==> config.mk <==
export PLATFORM = sky130hd
export DESIGN_NAME = fcd_decoder
export DESIGN_NICKNAME = d
export VERILOG_FILES = /design/src/core/fcd_pkg.sv /design/src/core/fcd_decoder.sv
export VERILOG_INCLUDE_DIRS = /design/src /design/src/core
export SDC_FILE = /design/constraint.sdc
export NUM_CORES = 1
export LEC_CHECK = 0
export BUFFER_PORTS_ARGS = -buffer_cell sky130_fd_sc_hd__buf_2
export CAP_MARGIN = 20
export CORE_MARGIN = 1
export CORE_UTILIZATION = 43
export CTS_CLUSTER_DIAMETER = 60
export DETAILED_ROUTE_END_ITERATION = 10
export GPL_TIMING_DRIVEN = 0
export PLACE_DENSITY = 0.78
export SLEW_MARGIN = 20
export SYNTH_ARGS = -nofsm -noshare
export SYNTH_HDL_FRONTEND = slang
export SYNTH_SLANG_ARGS = --single-unit
==> constraint.sdc <==
create_clock -name clk -period 5.7 [get_ports clk]
set_input_delay 0.285 -clock clk [delete_from_list [all_inputs] [get_ports clk]]
set_output_delay 0.285 -clock clk [all_outputs]
set_load 0.005 [all_outputs]
==> src/core/fcd_cfg.svh <==
// constants for the fieldbus control word decoder
`ifndef FCD_CFG_SVH
`define FCD_CFG_SVH
`define FCD_CW_W 16
`define FCD_ADDR_W 16
`define FCD_INT_W 32
`define FCD_SIX_BASE 20'd400001
`define FCD_SIX_TOP 20'd465536
`define FCD_FIVE_BASE 20'd40001
`define FCD_FIVE_TOP 20'd49999
`define FCD_B_OFF1 0
`define FCD_B_OFF2 1
`define FCD_B_OFF3 2
`define FCD_B_INHIBIT 3
`define FCD_B_RAMP_OUT 4
`define FCD_B_RAMP_HOLD 5
`define FCD_B_RAMP_IN 6
`define FCD_B_RESET 7
`define FCD_B_JOG1 8
`define FCD_B_JOG2 9
`define FCD_B_REMOTE 10
`define FCD_B_LOC 11
`define FCD_B_USER_LO 12
`define FCD_B_USER_HI 15
`define FCD_REF_W 16
`endif

==> src/core/fcd_pkg.sv <==
// types for the fieldbus control word decoder
package fcd_pkg;
  typedef enum logic [2:0] {
    FCD_SW_ON_INHIBITED,
    FCD_READY_TO_SWITCH_ON,
    FCD_READY_TO_OPERATE,
    FCD_OPERATION_INHIBITED,
    FCD_OPERATING,
    FCD_OFF1_ACTIVE,
    FCD_OFF2_ACTIVE,
    FCD_OFF3_ACTIVE
  } fcd_state_t;

  typedef struct packed {
    logic ramp_out_enable;
    logic ramp_accel_enable;
    logic ramp_in_enable;
    logic ramps_locked;
  } fcd_ramp_t;

  typedef struct packed {
    logic jog1;
    logic jog2;
    logic run_enable;
    logic location_b;
    logic [3:0] user_bits;
  } fcd_req_t;
endpackage

==> src/core/fcd_decoder.sv <==
// control word decoder for the embedded fieldbus interface
`timescale 1ns/100ps
`include "fcd_cfg.svh"
module fcd_decoder
  import fcd_pkg::*;
#(
  parameter int CW_W = `FCD_CW_W,
  parameter int REF_W = `FCD_REF_W
) (
  input wire logic clk,
  input wire logic resetn,
  // register number translation
  input wire logic [19:0] reg_number,
  input wire logic reg_six_digit,
  input wire logic reg_is_32bit,
  output logic [`FCD_ADDR_W-1:0] reg_address,
  output logic reg_valid,
  // control word from the fieldbus
  input wire logic cw_write,
  input wire logic [CW_W-1:0] command_word,
  input wire logic [REF_W-1:0] reference,
  input wire logic pass_through_profile,
  input wire logic fault_active,
  input wire logic src_ramp_in_fb,
  input wire logic src_reset_fb,
  input wire logic src_jog1_fb,
  input wire logic src_jog2_fb,
  input wire logic src_run_enable_fb,
  input wire logic src_location_fb,
  input wire logic stop_done,
  output logic [`FCD_INT_W-1:0] internal_word,
  output logic [REF_W-1:0] reference_held,
  output fcd_state_t drive_state,
  output fcd_ramp_t ramp_ctrl,
  output fcd_req_t requests,
  output logic fault_reset,
  output logic fieldbus_control,
  output logic coast_stop,
  output logic quick_stop,
  output logic ramp_stop
);

  // ************************************************************
  // reset release
  // ************************************************************
  logic rst_meta_q;
  logic rst_sync_q;
  logic rst_n;

  // two flops release the async reset
  always_ff @(posedge clk or negedge resetn) begin
    if (!resetn) begin
      rst_meta_q <= 1'b0;
      rst_sync_q <= 1'b0;
    end else begin
      rst_meta_q <= 1'b1;
      rst_sync_q <= rst_meta_q;
    end
  end
  assign rst_n = rst_sync_q;

  // ************************************************************
  // register number translation
  // ************************************************************
  // true when a register number lies inside one numbering window
  function automatic logic fcd_in_range(input logic [19:0] num, input logic [19:0] lo, input logic [19:0] hi);
    fcd_in_range = (num >= lo) && (num <= hi);
  endfunction

  // offset from the window base, cut to the sixteen address bits on purpose
  function automatic logic [`FCD_ADDR_W-1:0] fcd_offset(input logic [19:0] num, input logic [19:0] base);
    logic [19:0] diff;
    diff = num - base;
    fcd_offset = diff[`FCD_ADDR_W-1:0];
  endfunction

  logic [`FCD_ADDR_W-1:0] addr_d;
  logic valid_d;

  // decimal register number to sixteen bit address
  always_comb begin
    addr_d = '0;
    valid_d = 1'b0;
    // five-digit masters only ever see the lowest 9999 registers
    if (reg_six_digit) begin
      if (fcd_in_range(reg_number, `FCD_SIX_BASE, `FCD_SIX_TOP)) begin
        addr_d = fcd_offset(reg_number, `FCD_SIX_BASE);
        valid_d = 1'b1;
      end
    end else if (fcd_in_range(reg_number, `FCD_FIVE_BASE, `FCD_FIVE_TOP)) begin
      addr_d = fcd_offset(reg_number, `FCD_FIVE_BASE);
      valid_d = !reg_is_32bit;
    end
  end

  // registered translation result
  always_ff @(posedge clk or negedge rst_n) begin
    if (!rst_n) begin
      reg_address <= '0;
      reg_valid <= 1'b0;
    end else begin
      reg_address <= addr_d;
      reg_valid <= valid_d;
    end
  end

  // ************************************************************
  // control word capture
  // ************************************************************
  logic [CW_W-1:0] cw_q;
  logic [REF_W-1:0] ref_q;
  logic reset_bit_q;
  logic locked_q;
  logic remote_q;
  logic cw_accept;

  // a converting write with bit10 clear is refused, even when it is all zero
  assign cw_accept = cw_write && (pass_through_profile || command_word[`FCD_B_REMOTE]);

  // accepted write: take word and reference
  always_ff @(posedge clk or negedge rst_n) begin
    if (!rst_n) begin
      cw_q <= '0;
      ref_q <= '0;
    end else if (cw_accept) begin
      cw_q <= command_word;
      ref_q <= reference;
    end
  end

  // bit10 clear: keeps last word; a zero word with zero reference also locks ramps
  always_ff @(posedge clk or negedge rst_n) begin
    if (!rst_n) begin
      locked_q <= 1'b0;
      remote_q <= 1'b0;
    end else if (cw_accept) begin
      locked_q <= 1'b0;
      remote_q <= 1'b1;
    end else if (cw_write && command_word == '0 && reference == '0) begin
      locked_q <= 1'b1;
      remote_q <= 1'b1;
    end
  end

  // previous reset bit; a refused word must not fake an edge
  always_ff @(posedge clk or negedge rst_n) begin
    if (!rst_n) begin
      reset_bit_q <= 1'b0;
    end else if (cw_accept && !pass_through_profile) begin
      reset_bit_q <= command_word[`FCD_B_RESET];
    end
  end

  logic reset_edge;
  assign reset_edge = cw_accept && !pass_through_profile && src_reset_fb &&
                      command_word[`FCD_B_RESET] && !reset_bit_q;

  // ************************************************************
  // drive state machine
  // ************************************************************
  logic off1_n;
  logic off2_n;
  logic off3_n;
  logic enable_op;
  logic conv;
  fcd_state_t state_q;
  fcd_state_t state_d;

  assign conv = !pass_through_profile;
  assign off1_n = cw_q[`FCD_B_OFF1];
  assign off2_n = cw_q[`FCD_B_OFF2];
  assign off3_n = cw_q[`FCD_B_OFF3];
  assign enable_op = cw_q[`FCD_B_INHIBIT];

  // next state while a coast or quick stop is requested
  function automatic fcd_state_t fcd_stop_next(input fcd_state_t cur, input fcd_state_t stop_state, input logic done);
    if (cur == FCD_SW_ON_INHIBITED || (cur == stop_state && done)) begin
      fcd_stop_next = FCD_SW_ON_INHIBITED;
    end else begin
      fcd_stop_next = stop_state;
    end
  endfunction

  // next state; coast and quick stop win over ramp off
  always_comb begin
    state_d = state_q;
    if (!conv) begin
      state_d = state_q;
    end else if (!off2_n) begin
      state_d = fcd_stop_next(state_q, FCD_OFF2_ACTIVE, stop_done);
    end else if (!off3_n) begin
      state_d = fcd_stop_next(state_q, FCD_OFF3_ACTIVE, stop_done);
    end else begin
      case (state_q)
        FCD_SW_ON_INHIBITED: begin
          if (!off1_n && !fault_active) begin
            state_d = FCD_READY_TO_SWITCH_ON;
          end
        end
        FCD_READY_TO_SWITCH_ON: begin
          if (off1_n) begin
            state_d = FCD_READY_TO_OPERATE;
          end
        end
        FCD_READY_TO_OPERATE: begin
          if (!off1_n) begin
            state_d = FCD_READY_TO_SWITCH_ON;
          end else if (enable_op) begin
            state_d = FCD_OPERATING;
          end
        end
        FCD_OPERATION_INHIBITED: begin
          if (!off1_n) begin
            state_d = FCD_READY_TO_SWITCH_ON;
          end else if (enable_op) begin
            state_d = FCD_OPERATING;
          end
        end
        FCD_OPERATING: begin
          if (!off1_n) begin
            state_d = FCD_OFF1_ACTIVE;
          end else if (!enable_op) begin
            state_d = FCD_OPERATION_INHIBITED;
          end
        end
        FCD_OFF1_ACTIVE: begin
          if (off1_n) begin
            state_d = FCD_OPERATING;
          end else if (stop_done) begin
            state_d = FCD_READY_TO_SWITCH_ON;
          end
        end
        FCD_OFF2_ACTIVE, FCD_OFF3_ACTIVE: begin
          state_d = FCD_SW_ON_INHIBITED;
        end
        default: begin
          state_d = FCD_SW_ON_INHIBITED;
        end
      endcase
    end
    if (conv && reset_edge && fault_active) begin
      state_d = FCD_SW_ON_INHIBITED;
    end
  end

  // state register
  always_ff @(posedge clk or negedge rst_n) begin
    if (!rst_n) begin
      state_q <= FCD_SW_ON_INHIBITED;
    end else begin
      state_q <= state_d;
    end
  end

  // ************************************************************
  // decoded outputs
  // ************************************************************
  fcd_ramp_t ramp_d;
  fcd_req_t req_d;
  logic [`FCD_INT_W-1:0] iw_d;

  // ramp and request decode from held word
  always_comb begin
    ramp_d.ramp_out_enable = conv && cw_q[`FCD_B_RAMP_OUT] && !locked_q;
    ramp_d.ramp_accel_enable = conv && cw_q[`FCD_B_RAMP_HOLD] && !locked_q;
    ramp_d.ramp_in_enable = conv && (!src_ramp_in_fb || cw_q[`FCD_B_RAMP_IN]) && !locked_q;
    ramp_d.ramps_locked = locked_q;
    req_d.jog1 = conv && src_jog1_fb && cw_q[`FCD_B_JOG1];
    req_d.jog2 = conv && src_jog2_fb && cw_q[`FCD_B_JOG2];
    req_d.run_enable = conv && src_run_enable_fb && enable_op;
    req_d.location_b = conv && src_location_fb && cw_q[`FCD_B_LOC];
    req_d.user_bits = conv ? cw_q[`FCD_B_USER_HI:`FCD_B_USER_LO] : 4'h0;
    iw_d = '0;
    iw_d[CW_W-1:0] = cw_q;
  end

  // registered ramp and request outputs
  always_ff @(posedge clk or negedge rst_n) begin
    if (!rst_n) begin
      ramp_ctrl <= '0;
      requests <= '0;
    end else begin
      ramp_ctrl <= ramp_d;
      requests <= req_d;
    end
  end

  // registered word, reference and remote flag
  always_ff @(posedge clk or negedge rst_n) begin
    if (!rst_n) begin
      internal_word <= '0;
      reference_held <= '0;
      fieldbus_control <= 1'b0;
    end else begin
      internal_word <= pass_through_profile ? iw_d : '0;
      reference_held <= ref_q;
      fieldbus_control <= remote_q;
    end
  end

  // one-cycle fault reset pulse
  always_ff @(posedge clk or negedge rst_n) begin
    if (!rst_n) begin
      fault_reset <= 1'b0;
    end else begin
      fault_reset <= reset_edge && fault_active;
    end
  end

  // stop levels follow state_d so they line up with drive_state
  always_ff @(posedge clk or negedge rst_n) begin
    if (!rst_n) begin
      coast_stop <= 1'b0;
      quick_stop <= 1'b0;
      ramp_stop <= 1'b0;
      drive_state <= FCD_SW_ON_INHIBITED;
    end else begin
      coast_stop <= state_d == FCD_OFF2_ACTIVE;
      quick_stop <= state_d == FCD_OFF3_ACTIVE;
      ramp_stop <= state_d == FCD_OFF1_ACTIVE;
      drive_state <= state_d;
    end
  end

endmodule

==> metrics.cfg <==
[outcome]
status=finished clean

[power_and_ir_drop]
p_leak_nw=2.767
p_per_area_nw_per_um2=276.2
vdd_ir_drop_max_uv=150.8
total_power_mw=1.556

[route]
drc=0
via_per_inst=5.062
wl_met1_um=4391
route.vias.total=3498
top_layer=met4
wl_met3_um=654
routed_wl_um=10240
drt_pass1_iterations=4
ant_nets=0
wl_met2_um=5073
drt-initial-drc-count=122
avgRoutedWirePerCell_um=14.81

[cells_and_area]
drive_gt1_frac=0.3755
final_core_util=0.5481
areaGrowthSynthToFinish_pct=24.09
fillCellCount=896
final_area_um2=5633
finalNetCount=617

[timing]
slew_viol_final=0
final_hold_viol_count=0
min_period_over_period=0.4296
setup_viol=0
worst_pin_slew_ps=941.2
skew_ps=7.608
rsz0062_at_grt=false
max-slew-margin-rel=0.3667
clock.fmax_ghz=0.4084
setup_tns_ps=0
fin_crit_ps=2449

[synthesis]
synth_top_area_frac=0.5843
synthArstFlopShare=1.000
yosys.cell_types.count=56
synth_cells=391
yosysSeqAreaShare=0.5843
synth-edff-count=0
avgSynthCellArea_um2=11.61
yosys_warnings=0
ys_ff_latch=106
synth_flop_cell=dfrtp_1
synthTopCellsByArea=dfrtp_1 (58%), mux2_2 (8.4%), buf_4 (2.6%), and2_1 (2.3%), nor2_1 (2.1%)
synth_top_cell_by_area=dfrtp_1
syn-cell-area_um2=4539

[global_route]
grt_max_degree=58
antenna_found_initial=1
grtUsageTotal=0.1962
gr-total-overflow=0
grt_pass1_wl_um=16970
grt_pass1_vias=3385

[placement]
placed_area_um2=5448
routabilityCongestion=0.8757
io_buffers=130
dpl.hpwl_um=7836

[min_path]
hp-class=in2reg

[die]
die_h_um=104.7
core-area_um2=10280
fp.dieW_um=104.7
ios=151
start_util=0.4417
die_area_um2=10970
core.rowCount=37

[worst_setup_path]
cp-end-kind=register
worstPathArrival_ps=2700
startpoint_type=input pin
cp.required_ps=5950
crit_fanout=7
path_class=in2reg

[cts]
cts_sinks=106
htreeDepth=3
postCtsResizedCells=0
worstSkewPairLatency_ps=360
clock_path_buffers=2
cts_tree=done
clk_pin_slew_ps=100
cts_setup_buffers=0
numCtsBuffers=9
cts_root_buf=clkbuf_8

[job]
max_cap_violations=0

-- path summary, 6_finish.rpt --
check	start	end	slack [ps]	cells after the start
hold reg to reg	rst_meta_q	rst_n	370	0
setup reg to reg	drive_state[0]	ramp_stop	3460	6
max in group asynchronous	rst_n	reg_address[8]	4620	1
setup / recovery	reg_number[4]	reg_address[13]	3250	7
hold / removal	src_ramp_in_fb	ramp_ctrl[1]	100	2
min in group asynchronous	resetn	rst_meta_q	230	2
-- layout make-up --
type | count | area (um2) | area share
flip-flops and latches | 106 | 2656 | 0.4716
multi-input cells | 253 | 1689 | 0.2999
repair buffers | 132 | 688.2 | 0.1222
plain buffers | 34 | 205.2 | 0.03643
well taps | 136 | 170.2 | 0.03021
clock buffers | 10 | 127.6 | 0.02266
inverters | 13 | 48.80 | 0.008663
clock inverters | 6 | 45.04 | 0.007996
diodes | 1 | 2.502 | 0.0004442
-- where the power goes --
part	total (mW)	switching [mW]	internal [mW]
combinational	0.266	0.132	0.134
sequential	0.871	0.0435	0.828
clock	0.419	0.255	0.164
-- routing by layer --
layer,vias up,track usage
li1,1663,-
met1,1698,0.2534
met2,127,0.3311
met3,10,0.04492
met4,0,0.05533
met5,-,0
-- cells in the mapped netlist, drive strengths merged, types with 3 or more instances --
cell / count
nand2b: 3
nand4: 3
o21a: 6
and3: 5
a21oi: 10
nor2b: 9
or4: 3
or2: 3
nand3: 6
dfrtp: 106
and3b: 3
a31oi: 3
or3: 4
nor3: 4
and2: 17
buf: 20
o221ai: 5
inv: 13
nor4: 8
clkbuf: 14
nor3b: 6
nor2: 25
mux2: 34
o21ai: 12
o22ai: 6
nand2: 22
a21boi: 4
o211ai: 3
-- worst max-delay path, cell delays in order --
cell and delay, ps:
buf_2 130, nor4_1 820, a21boi_0 420, o21ai_0 490, or2_2 200, o32ai_1 70
mux2_2 280
-- layout by cell type, fill, tap and decap left out, drive strengths merged, types with 8 or more instances in the layout --
cell type / n
clkbuf: 24
dfrtp: 106
a21oi: 10
conb: 17
nor2: 25
nor2b: 9
nand2: 22
mux2: 34
buf: 151
and2: 17
inv: 17
nor4: 8
o21ai: 12
-- per-stage QoR --
stage	std cells	setup WS (ps)	hold WS [ps]
2_1_floorplan	406	2529	-10.59
3_3_place_gp	672	1590	69.97
3_5_place_dp	673	2996	77.06
4_1_cts	690	3324	84.53
5_1_grt	690	3078	89.36
6_report	691	3251	100.3
-- repair_timing --
action,4_1_cts,5_1_grt
hold buffers,1,0
setup endpoints to repair,0,0
hold endpoints to repair,2,0
-- registers in the layout (all words and copies together) (netlist names), 3 cells and up --
register	flops
reference_held	16
drive_state	3
internal_word	16
requests	8
cw_q	16
ref_q	16
ramp_ctrl	4
reg_address	16
-- logic make-up (layout without fill, tap and decap cells) --
group,Yosys count,count (layout),share of synthesized area
AOI/OAI and AO/OA,65,65,0.09813
adders and majority gates,2,2,0.005512
DFF,106,106,0.5843
muxes,35,35,0.08655
xor gates and xnor gates,3,3,0.005789
buffers and inverters,47,195,0.05596
other,2,18,0.001654
and+or+nand+nor,131,131,0.1621
Note: power is estimated with default switching activity, not from simulation.
